**config.mk**
```make
export PLATFORM = sky130hd
export DESIGN_NAME = dir_top
export DESIGN_NICKNAME = d
export VERILOG_FILES = /design/src/hw/dir_pkg.sv /design/src/hw/dir_rom.sv /design/src/hw/dir_top.sv
export VERILOG_INCLUDE_DIRS = /design/src /design/src/hw
export SDC_FILE = /design/constraint.sdc
export NUM_CORES = 1
export LEC_CHECK = 0
export ABC_AREA = 1
export BUFFER_PORTS_ARGS = -buffer_cell sky130_fd_sc_hd__clkbuf_2
export CAP_MARGIN = 20
export CORE_MARGIN = 3
export CORE_UTILIZATION = 46
export CTS_BUF_LIST = sky130_fd_sc_hd__clkbuf_8
export CTS_CLUSTER_SIZE = 12
export DETAILED_ROUTE_END_ITERATION = 7
export PLACE_DENSITY = 0.86
export SYNTH_ARGS = -nofsm -noshare
export SYNTH_HDL_FRONTEND = slang
export SYNTH_SLANG_ARGS = --single-unit
```
**constraint.sdc**
```tcl
create_clock -name core_clk_in -period 1.5 [get_ports core_clk_in]
set_input_delay 0.075 -clock core_clk_in [delete_from_list [all_inputs] [get_ports core_clk_in]]
set_output_delay 0.075 -clock core_clk_in [all_outputs]
set_load 0.01 [all_outputs]
```
**src/hw/dir_defines.svh**
```systemverilog
// address map, field positions, fixed values and reset values of the identification bank
`ifndef DIR_DEFINES_SVH
`define DIR_DEFINES_SVH

// full addresses in the extended function register space
`define DIR_PROGV_ADDR      16'hf078
`define DIR_MEMDESC_ADDR    16'hf07a
`define DIR_PART_ADDR       16'hf07c
`define DIR_MAKER_ADDR      16'hf07e

// short (word) addresses of the same registers
`define DIR_PROGV_SHORT     8'h3c
`define DIR_MEMDESC_SHORT   8'h3d
`define DIR_PART_SHORT      8'h3e
`define DIR_MAKER_SHORT     8'h3f

// memory descriptor field positions
`define DIR_MEMTECH_MSB     15
`define DIR_MEMTECH_LSB     12
`define DIR_MEMCAP_MSB      11
`define DIR_MEMCAP_LSB      0
`define DIR_BUSY_HI_BIT     15
`define DIR_BUSY_LO_BIT     14

// memory technology codes, 4h..fh reserved
`define DIR_MEMTECH_NONE    4'h0
`define DIR_MEMTECH_MROM    4'h1
`define DIR_MEMTECH_SFLASH  4'h2
`define DIR_MEMTECH_HPFLASH 4'h3

// capacity in units of 4 kilobytes: 0d0h gives 832 kilobytes
`define DIR_MEMCAP_UNIT_KB  4
`define DIR_MEMCAP_VALUE    12'h0d0

// programming supply: volts = 20 * level / 256, 40h gives 5 V
`define DIR_SUPPLY_DIVISOR  256
`define DIR_SUPPLY_VALUE    8'h40
`define DIR_HIGHV_VALUE     8'h00

// fixed low bits of the maker word
`define DIR_MAKER_TAIL      5'h03

// reset and not-yet-initialised values
`define DIR_MEMDESC_RESET   16'h30d0
`define DIR_MEMDESC_BUSY    16'hf0d0
`define DIR_PROGV_RESET     16'h0040

`endif

```
**src/hw/dir_pkg.sv**
```systemverilog
// types shared by the identification bank modules
`default_nettype none
package dir_pkg;

    // register index, in address order
    typedef enum logic [1:0] {
        DIR_IDX_PROGV,
        DIR_IDX_MEMDESC,
        DIR_IDX_PART,
        DIR_IDX_MAKER
    } dir_idx_t;

    // outcome of an address decode
    typedef struct packed {
        logic     hit;
        dir_idx_t idx;
    } dir_hit_t;

    // one register access from the cpu side
    typedef struct packed {
        logic        rd;
        logic        wr;
        logic        short_sel;
        logic [15:0] addr;
        logic [15:0] wdata;
    } dir_req_t;

    typedef struct packed {
        logic [10:0] maker_code;
        logic [4:0]  tail;
    } dir_maker_t;

    typedef struct packed {
        logic [11:0] part_id;
        logic [3:0]  silicon_revision;
    } dir_part_t;

    typedef struct packed {
        logic [3:0]  memory_technology;
        logic [11:0] memory_capacity;
    } dir_memdesc_t;

    typedef struct packed {
        logic [7:0] program_high_voltage_level;
        logic [7:0] program_supply_level;
    } dir_progv_t;

    // init tracking states
    typedef enum logic [1:0] {
        DIR_ST_RESET,
        DIR_ST_WAIT_FLASH,
        DIR_ST_READY
    } dir_state_t;

endpackage : dir_pkg
`default_nettype wire

```
**src/hw/dir_rom.sv**
```systemverilog
// identification word store with registered read data
`timescale 1ns/10ps
`default_nettype none
`include "dir_defines.svh"

module dir_rom (
    input  wire logic             core_clk_in,
    input  wire logic             rst_in,
    input  wire logic             load_in,
    input  wire logic             zero_in,
    input  wire dir_pkg::dir_idx_t idx_in,
    input  wire logic             ready_in,
    input  wire logic [10:0]      maker_code_in,
    input  wire logic [11:0]      part_id_in,
    input  wire logic [3:0]       silicon_revision_in,
    output logic [15:0]           rd_data_out
);

    logic [15:0] word_d;
    logic [15:0] rd_data_q;

    // word lookup; the memory and supply words change with init state only
    always_comb begin
        dir_pkg::dir_maker_t   maker;
        dir_pkg::dir_part_t    part;
        dir_pkg::dir_memdesc_t mem;
        dir_pkg::dir_progv_t   progv;
        maker = '{maker_code: maker_code_in, tail: `DIR_MAKER_TAIL};
        part = '{part_id: part_id_in, silicon_revision: silicon_revision_in};
        mem = '{memory_technology: `DIR_MEMTECH_HPFLASH,
                memory_capacity: `DIR_MEMCAP_VALUE};
        progv = '{program_high_voltage_level: `DIR_HIGHV_VALUE,
                  program_supply_level: `DIR_SUPPLY_VALUE};
        case (idx_in)
            dir_pkg::DIR_IDX_MAKER: begin
                word_d = maker;
            end
            dir_pkg::DIR_IDX_PART: begin
                word_d = part;
            end
            dir_pkg::DIR_IDX_MEMDESC: begin
                // busy pattern until ready_in is set: after flash init, or at once on internal boot
                word_d = ready_in ? 16'(mem) : `DIR_MEMDESC_BUSY;
            end
            dir_pkg::DIR_IDX_PROGV: begin
                word_d = ready_in ? 16'(progv) : `DIR_PROGV_RESET;
            end
            default: begin
                word_d = 16'h0000;
            end
        endcase
    end

    // read register: holds the last word between reads
    always_ff @(posedge core_clk_in) begin
        if (rst_in) begin
            rd_data_q <= 16'h0000;
        end else if (zero_in) begin
            rd_data_q <= 16'h0000;
        end else if (load_in) begin
            rd_data_q <= word_d;
        end
    end

    assign rd_data_out = rd_data_q;

endmodule : dir_rom
`default_nettype wire

```
**src/hw/dir_top.sv**
```systemverilog
// read-only identification register bank in the extended function register space
//
// Behaviour
// - four 16-bit registers, full and short addresses
// - all read-only; writes change nothing
// - maker register returns normalised maker identifier
// - part id upper field, revision lowest nibble
// - capacity field reports 832 kilobytes (0d0h)
// - technology codes 0-3; this part reports 3
// - supply field reports 40h for five volts
// - high programming voltage field reads zero
// - valid after flash init; internal boot immediate
// - external boot: bits 15,14 high until init
// - before init: f0d0h and 0040h, others normal
`timescale 1ns/10ps
`default_nettype none
`include "dir_defines.svh"

module dir_top #(
    parameter logic [10:0] MAKER_CODE       = 11'h2a5, // arbitrary value
    parameter logic [11:0] PART_ID          = 12'h5a6, // arbitrary value
    parameter logic [3:0]  SILICON_REVISION = 4'h1     // arbitrary value
) (
    input  wire logic              core_clk_in,
    input  wire logic              rst_in,
    input  wire dir_pkg::dir_req_t bus_req_in,
    input  wire logic              ext_boot_select_in,
    input  wire logic              flash_init_done_in,
    output logic [15:0]            rd_data_out,
    output logic                   ack_out,
    output logic                   unmapped_out,
    output logic                   wr_ignored_out,
    output logic                   id_ready_out,
    output logic                   boot_internal_out
);

    // address decode, shared by the read and write paths
    function automatic dir_pkg::dir_hit_t dir_decode(
        input logic        short_sel,
        input logic [15:0] addr
    );
        dir_pkg::dir_hit_t r;
        r.hit = 1'b1;
        r.idx = dir_pkg::DIR_IDX_PROGV;
        if (short_sel) begin
            case (addr[7:0])
                `DIR_PROGV_SHORT:   r.idx = dir_pkg::DIR_IDX_PROGV;
                `DIR_MEMDESC_SHORT: r.idx = dir_pkg::DIR_IDX_MEMDESC;
                `DIR_PART_SHORT:    r.idx = dir_pkg::DIR_IDX_PART;
                `DIR_MAKER_SHORT:   r.idx = dir_pkg::DIR_IDX_MAKER;
                default:            r.hit = 1'b0;
            endcase
            // short addresses are 8 bits; anything above must be zero
            if (addr[15:8] != 8'h00) begin
                r.hit = 1'b0;
            end
        end else begin
            case (addr)
                `DIR_PROGV_ADDR:   r.idx = dir_pkg::DIR_IDX_PROGV;
                `DIR_MEMDESC_ADDR: r.idx = dir_pkg::DIR_IDX_MEMDESC;
                `DIR_PART_ADDR:    r.idx = dir_pkg::DIR_IDX_PART;
                `DIR_MAKER_ADDR:   r.idx = dir_pkg::DIR_IDX_MAKER;
                default:           r.hit = 1'b0;
            endcase
        end
        return r;
    endfunction : dir_decode

    // strap and init state
    logic               boot_sync1_q;
    logic               boot_sync2_q;
    logic               boot_internal_q;
    dir_pkg::dir_state_t state_q;
    dir_pkg::dir_state_t state_d;
    logic               ready_now;
    logic               id_ready_q;

    // access path
    dir_pkg::dir_hit_t  rd_hit;
    dir_pkg::dir_hit_t  wr_hit;
    logic               rd_take;
    logic               rd_load;
    logic               rd_zero;
    logic               ack_q;
    logic               unmapped_q;
    logic               wr_ignored_q;
    logic [15:0]        rom_data;

    // boot select pin synchroniser; the first stage feeds only the second
    // no reset here: the pin must be sampled while reset is still held
    always_ff @(posedge core_clk_in) begin
        boot_sync1_q <= ext_boot_select_in;
        boot_sync2_q <= boot_sync1_q;
    end

    // strap capture: follows the pin while reset is held, frozen at release
    // the pin must be stable for three cycles before reset ends
    always_ff @(posedge core_clk_in) begin
        if (rst_in) begin
            boot_internal_q <= boot_sync2_q;
        end
    end

    // init tracking
    always_comb begin
        state_d = state_q;
        case (state_q)
            dir_pkg::DIR_ST_RESET: begin
                if (boot_internal_q) begin
                    state_d = dir_pkg::DIR_ST_READY;
                end else if (flash_init_done_in) begin
                    state_d = dir_pkg::DIR_ST_READY;
                end else begin
                    state_d = dir_pkg::DIR_ST_WAIT_FLASH;
                end
            end
            dir_pkg::DIR_ST_WAIT_FLASH: begin
                if (flash_init_done_in) begin
                    state_d = dir_pkg::DIR_ST_READY;
                end
            end
            dir_pkg::DIR_ST_READY: begin
                state_d = dir_pkg::DIR_ST_READY;
            end
            // an illegal code restarts the wait for flash init
            default: begin
                state_d = dir_pkg::DIR_ST_RESET;
            end
        endcase
    end

    // init state register
    always_ff @(posedge core_clk_in) begin
        if (rst_in) begin
            state_q <= dir_pkg::DIR_ST_RESET;
        end else begin
            state_q <= state_d;
        end
    end

    // internal boot counts as ready from the first cycle after release,
    // so a read issued right away already sees the final words
    // an external boot waits for the flash controller's done level
    assign ready_now = (state_q == dir_pkg::DIR_ST_READY) ||
                       ((state_q == dir_pkg::DIR_ST_RESET) &&
                        (boot_internal_q || flash_init_done_in));

    // sticky ready flag; only a reset clears it
    always_ff @(posedge core_clk_in) begin
        if (rst_in) begin
            id_ready_q <= 1'b0;
        end else begin
            id_ready_q <= ready_now;
        end
    end

    // request decode; a read wins over a write in the same cycle
    // the write decode is kept apart so the two paths stay independent
    assign rd_hit  = dir_decode(bus_req_in.short_sel, bus_req_in.addr);
    assign wr_hit  = dir_decode(bus_req_in.short_sel, bus_req_in.addr);
    assign rd_take = bus_req_in.rd;
    assign rd_load = rd_take && rd_hit.hit;
    assign rd_zero = rd_take && !rd_hit.hit;

    // one acknowledge per access, read or write, one cycle later
    // a request seen during reset is dropped without an answer
    always_ff @(posedge core_clk_in) begin
        if (rst_in) begin
            ack_q <= 1'b0;
        end else begin
            ack_q <= bus_req_in.rd || bus_req_in.wr;
        end
    end

    // unmapped reads answer with zero data; every unmapped access raises a flag
    // when both strobes are up the read decode decides
    always_ff @(posedge core_clk_in) begin
        if (rst_in) begin
            unmapped_q <= 1'b0;
        end else if (bus_req_in.rd) begin
            unmapped_q <= !rd_hit.hit;
        end else if (bus_req_in.wr) begin
            unmapped_q <= !wr_hit.hit;
        end else begin
            unmapped_q <= 1'b0;
        end
    end

    // writes to a mapped word are dropped; the flag only tells software
    // that nothing was stored, the register contents never move
    always_ff @(posedge core_clk_in) begin
        if (rst_in) begin
            wr_ignored_q <= 1'b0;
        end else begin
            wr_ignored_q <= bus_req_in.wr && !bus_req_in.rd && wr_hit.hit;
        end
    end

    // word store; write data is never routed into it
    // identity values are build-time constants; no bus path reaches them
    dir_rom u_rom (
        .core_clk_in         (core_clk_in),
        .rst_in              (rst_in),
        .load_in             (rd_load),
        .zero_in             (rd_zero),
        .idx_in              (rd_hit.idx),
        .ready_in            (ready_now),
        .maker_code_in       (MAKER_CODE),
        .part_id_in          (PART_ID),
        .silicon_revision_in (SILICON_REVISION),
        .rd_data_out         (rom_data)
    );

    // every output is a flip-flop; these are plain wires
    assign rd_data_out       = rom_data;
    assign ack_out           = ack_q;
    assign unmapped_out      = unmapped_q;
    assign wr_ignored_out    = wr_ignored_q;
    assign id_ready_out      = id_ready_q;
    assign boot_internal_out = boot_internal_q;

endmodule : dir_top
`default_nettype wire

```
==> results of run 1 <==
metal layers:
metal,up-vias,global-route usage
li1,576,-
met1,436,0.1808
met2,29,0.2598
met3,2,0.03217
met4,0,0.06073
met5,-,0
state kept, by name, indices dropped and copies added (netlist names):
signal,count
ack_out,1
unmapped_out,1
boot_internal_out,1
state_q,2
wr_ignored_out,1
boot_sync1_q,1
u_rom.rd_data_out,9
id_ready_out,1
boot_sync2_q,1
cell families after synthesis:
group / synth area share
AOI/OAI and AO/OA: 0.09122
and+or+nand+nor: 0.3919
other: 0.003375
buffers and inverters: 0.1351
DFF: 0.3333
adders and majority gates: 0.04505
power by group:
group	internal (W)	switching [W]	total, W	leakage, nW
logic	0.0000744	0.000116	0.000191	0.554
clock network	0.000233	0.000162	0.000396	0.0288
registers	0.000504	0.0000115	0.000515	0.149
total	0.000812	0.000290	0.00110	0.732
critical path, cell delays in order, from the launching register on:
cell     delay, ps
dfxtp_1        390
inv_1           90
ha_1           210
o21ai_0        140
nand2_1        130
o21ai_0        170
nand2_1         80
a21oi_2        110
through the flow:
step | hold slack, ps | setup slack [ps]
3_5_place_dp | 182.5 | 126.7
6_report | 55.67 | 122.8
4_1_cts | 54.35 | 122.7
5_1_grt | 78.92 | 4.378
2_1_floorplan | 102.7 | 293.6
3_3_place_gp | 178.6 | 155.4
layout by cell type (no fill, tap or decap):
cell type      netlist  routed
nand2_1             51      51
o21ai_0              2       2
nand3_2              2       2
nor2_1              23      23
dlygate4sd3_1        0       1
nand3_1              7       7
nor3_2               1       1
nand2_2              4       4
nor2_2               2       2
nand2_4              2       2
clkbuf_2             0      40
nor2_8               1       1
a21boi_0             1       1
clkbuf_8             0       4
a21oi_1              3       3
nor4_1               2       2
conb_1               1       3
ha_1                 4       4
edfxtp_1             1       1
a21oi_2              7       7
inv_1               26      26
dfxtp_1             17      17
a22oi_1              1       1
how the worst max path moves through the flow:
stage,end,from,depth (start not counted)
detailed placement,u_rom.rd_data_out[14],state_q[0],7
CTS,u_rom.rd_data_out[14],state_q[0],7
global route,u_rom.rd_data_out[14],state_q[0],7
floorplan,u_rom.rd_data_out[14],state_q[0],7
global placement,u_rom.rd_data_out[14],state_q[0],7
finish,u_rom.rd_data_out[14],state_q[0],7
what timing repair did:
action	in CTS	in global routing
buffers inserted	0	0
hold buffers	1	0
endpoints found under the hold margin	1	0
layout make-up:
| type | count | area [um^2] | area share |
|---|---|---|---|
| Timing Repair Buffer | 41 | 210.2 | 0.1538 |
| Clock buffer | 4 | 55.05 | 0.04029 |
| Inverter | 26 | 97.59 | 0.07143 |
| Multi-Input combinational cell | 116 | 598.1 | 0.4377 |
| Tap cell | 28 | 35.03 | 0.02564 |
| Sequential cell | 18 | 370.4 | 0.2711 |
==> metrics.csv, run 1 <==
metric,value,unit
worst hold stages,3,
wire length per cell,9.043,um
synthesized cell area,0.001111,mm^2
design area,0.001366,mm^2
WL met3,120,um
Tcrit/Tclk final,0.9182,
mean post-synth cell area,6.734,um^2
ys flop type,dfxtp_1,
GRT overflow,0,
Post-Synthesis Cells,165,
CTS tree,yes,
critical path launch point type,register,
IO Port Bufs,40,
Fillers,208,
final wirelength,2.107,mm
"Seq/Total Area, Yosys",0.3333,
hold path endpoint,wr_ignored_out,
die area,0.003041,mm^2
Residual DRC,0,
Layout Skew,3.286,ps
maxcap violations,0,
YS warnings,0,
DRT iter0 DRCs,20,
post_cts resized,0,
Setup CP Type,reg2reg,
Worst-path clk slew,70,ps
RSZ-0062 raised after global routing,false,
share of layout cells above drive strength 1,0.3073,
reg2reg path depth,7,
core area,0.002255,mm^2
number of flops mapped to enable cells by yosys,1,
Nets,249,
gr usage total,0.1508,
Fin. Hold Viols,0,
routability cong.,0.7160,
Synth async-reset ratio,0,
Max Clock Freq,726.1,MHz
dominant cell type by area after synthesis,dfxtp_1,
Die W,55.15,um
Detail Placement HPWL,1.749,mm
CTS buffer count,3,
floorplan row count,17,
Ports,60,
Hold Path Origin,bus_req_in[33],
Fin Setup TNS,0,ps
Final Non-Filler Cells,233,
vias post-DR,1043,
first-pass GRT wire length,3.256,mm
total power,0.001102,W
Critical R2R Launch,state_q[0],
area delta synth->final,22.97,%
worst min path class,in2reg,
met2 WL,1.008,mm
H-Tree Depth,1,
Worst setup EP type,register,
Synth Register Bits,18,
n_diodes,0,
final core utilization,0.6060,
clk_lat worst skew,260,ps
outcome,"complete, no violations",
Placed Cells,228,
R2R Path End,u_rom.rd_data_out[14],
vias in the first global route,834,
DR top layer,met4,
CP required,1700,ps
Worst EP arrival,1570,ps
Power Dens Cells,806.3,mW/mm^2
antenna violations before repair,0,
reg2reg setup slack,120,ps
Detailed Routing Iterations Pass 1,4,
Die H,55.15,um
Placed Area,0.001301,mm^2
WL met1,947,um
top-area cell type share of the netlist area,0.3063,
critical path peak fanout,4,
Synth area leaders,"dfxtp_1 31%, nand2_1 17%, inv_1 8.8%",
synth unique cells,21,
clk sink count,18,
Period minus WS final,1377,ps
largest net degree at the start of global routing,11,
root buffer cell,clkbuf_8,
Pleak,0.7318,nW
vias per inst,4.476,
clock buffer depth,2,
"Setup violations, final",0,
"count leader, synth",nand2_1,
Initial Utilization,0.4928,
Worst VDD drop,420.9,uV
Slew Limit Fails,0,
Commonest cells post-synth,"51 x nand2_1, 26 x inv_1, 23 x nor2_1",
Detail Route Antenna Nets,0,
No activity file was read; power rests on OpenSTA's default activity.
==> inputs of run 2 (changes only) <==
SETUP_SLACK_MARGIN = 0.15   (was unset)
==> run 2 against run 1 <==
Combinational power rose by 3%. Sequential cell count did not move. Register-to-register slack improved by 110 ps. Utilization rose by 0.28 points. Clock skew barely moved. Die area did not move. Routed wire length rose by 2.7%. Worst setup slack improved by 110 ps. Via count rose by 0.67%. Critical path depth did not move. Global-route usage did not move. Maximum frequency rose by 8.3%.
==> metrics.csv, run 2 (same netlist as run 1, synthesis figures left out) <==
metric,value,unit
Worst setup EP type,register,
Detail Placement HPWL,1.749,mm
CP required,1700,ps
critical path peak fanout,4,
outcome,"complete, no violations",
vias in the first global route,834,
Period minus WS final,1272,ps
Placed Cells,228,
R2R Path End,u_rom.rd_data_out[14],
Initial Utilization,0.4928,
vias per inst,4.506,
"slowest stage delay, CP",360,ps
worst hold stages,3,
Max Clock Freq,786.2,MHz
Residual DRC,0,
root buffer cell,clkbuf_8,
DRT iter0 DRCs,15,
maxcap violations,0,
Detailed Routing Iterations Pass 1,4,
Die W,55.15,um
Final Worst Setup Slack,228.0,ps
critical path launch point type,register,
clock buffer depth,2,
Pleak,0.7336,nW
Worst EP arrival,1470,ps
Layout Skew,3.294,ps
"commonest non-fill, non-tap cells in the layout","51 x nand2_1, 40 x clkbuf_2, 26 x inv_1, 23 x nor2_1, 15 x dfxtp_1",
gr usage total,0.1508,
pre-CTS setup slack,126.7,ps
Die H,55.15,um
"Setup violations, final",0,
Power Dens Cells,808.1,mW/mm^2
Worst Setup EP,u_rom.rd_data_out[14],
Final Non-Filler Cells,233,
total power,0.001109,W
Detail Route Antenna Nets,0,
Setup CP Type,reg2reg,
first-pass GRT wire length,3.256,mm
Largest register FFs,9,
Worst path slowest cell,dfxtp_2,
floorplan row count,17,
H-Tree Depth,1,
core area,0.002255,mm^2
CTS tree,yes,
die area,0.003041,mm^2
reg2reg setup slack,230,ps
Worst VDD drop,410.4,uV
Worst Setup SP,state_q[0],
routability cong.,0.7160,
clk_lat worst skew,260,ps
GRT overflow,0,
n_diodes,0,
CTS buffer count,3,
final wirelength,2.163,mm
largest net degree at the start of global routing,11,
Slew Limit Fails,0,
Fin Setup TNS,0,ps
design area,0.001373,mm^2
most frequent CP cell,nand2_1,
worst min path class,in2reg,
Nets,249,
Ports,60,
reg2reg path depth,7,
Placed Area,0.001301,mm^2
antenna violations before repair,0,
Worst-path clk slew,70,ps
Critical R2R Launch,state_q[0],
IO Port Bufs,40,
vias post-DR,1050,
share of layout cells above drive strength 1,0.3220,
clk sink count,18,
"commonest non-fill, non-tap cell in the layout",nand2_1,
area delta synth->final,23.54,%
Tcrit/Tclk final,0.8480,
crit path cell chain,"inv_1, ha_1, o21ai_2, nand2_1, o21ai_0, nand2_1, a21oi_2",
wire length per cell,9.283,um
RSZ-0062 raised after global routing,false,
Fin. Hold Viols,0,
-- run 2: cell counts in the layout (fill, tap and decap cells not counted) --
No cell type changed its count.
-- run 2: cell type report --
type	count	area [um^2]
Inverter	26	97.59
Fill cell	208	882.1
Clock buffer	4	55.05
Sequential cell	18	372.9
Tap cell	28	35.03
Timing Repair Buffer	41	210.2
Multi-Input combinational cell	116	601.8
-- run 2: metrics by stage --
step | hold WS, ps | utilization
finish | 56.38 | 0.6088
global route | 78.92 | 0.6088
CTS | 54.35 | 0.6065
detailed placement | 182.5 | 0.5771
global placement | 178.6 | 0.5771
floorplan | 102.7 | -
-- run 2: routing by layer --
metal,track usage,wire [um]
met1,0.1808,955
met2,0.2598,1056
met3,0.03217,120
met4,0.06073,30
met5,0,0
-- run 2: worst min-delay path by stage --
stage	startpoint	slack, ps	to
after floorplan	ext_boot_select_in	100	boot_sync1_q
after global placement	ext_boot_select_in	180	boot_sync1_q
after detailed placement	ext_boot_select_in	180	boot_sync1_q
after CTS	bus_req_in[33]	50	wr_ignored_out
after global routing	bus_req_in[34]	80	wr_ignored_out
final	bus_req_in[33]	60	wr_ignored_out
-- run 2: worst max-delay path, delay by kind of cell, from the launching register on --
| kind | cells | cell delay, ps |
|---|---|---|
| AO/OA/AOI/OAI | 3 | 370 |
| adder cells (fa/ha/maj) | 1 | 230 |
| AND/OR/NAND/NOR | 2 | 190 |
| buffers and inverters | 1 | 70 |
| flip-flops | 1 | 360 |
-- run 2: repair_timing --
item                                    4_1_cts  5_1_grt
buffers inserted                              0        0
pin swaps                                     0        1
hold buffers                                  1        0
endpoints found under the setup margin        1        2
resized for setup                             1        3
endpoints found under the hold margin         1        0
-- run 2: power by group --
group	switching, W	total (W)	leakage (nW)	internal (W)
combinational	0.000120	0.000196	0.555	0.0000766
clock	0.000162	0.000395	0.0288	0.000233
sequential	0.0000121	0.000517	0.150	0.000505
total	0.000294	0.00111	0.734	0.000815
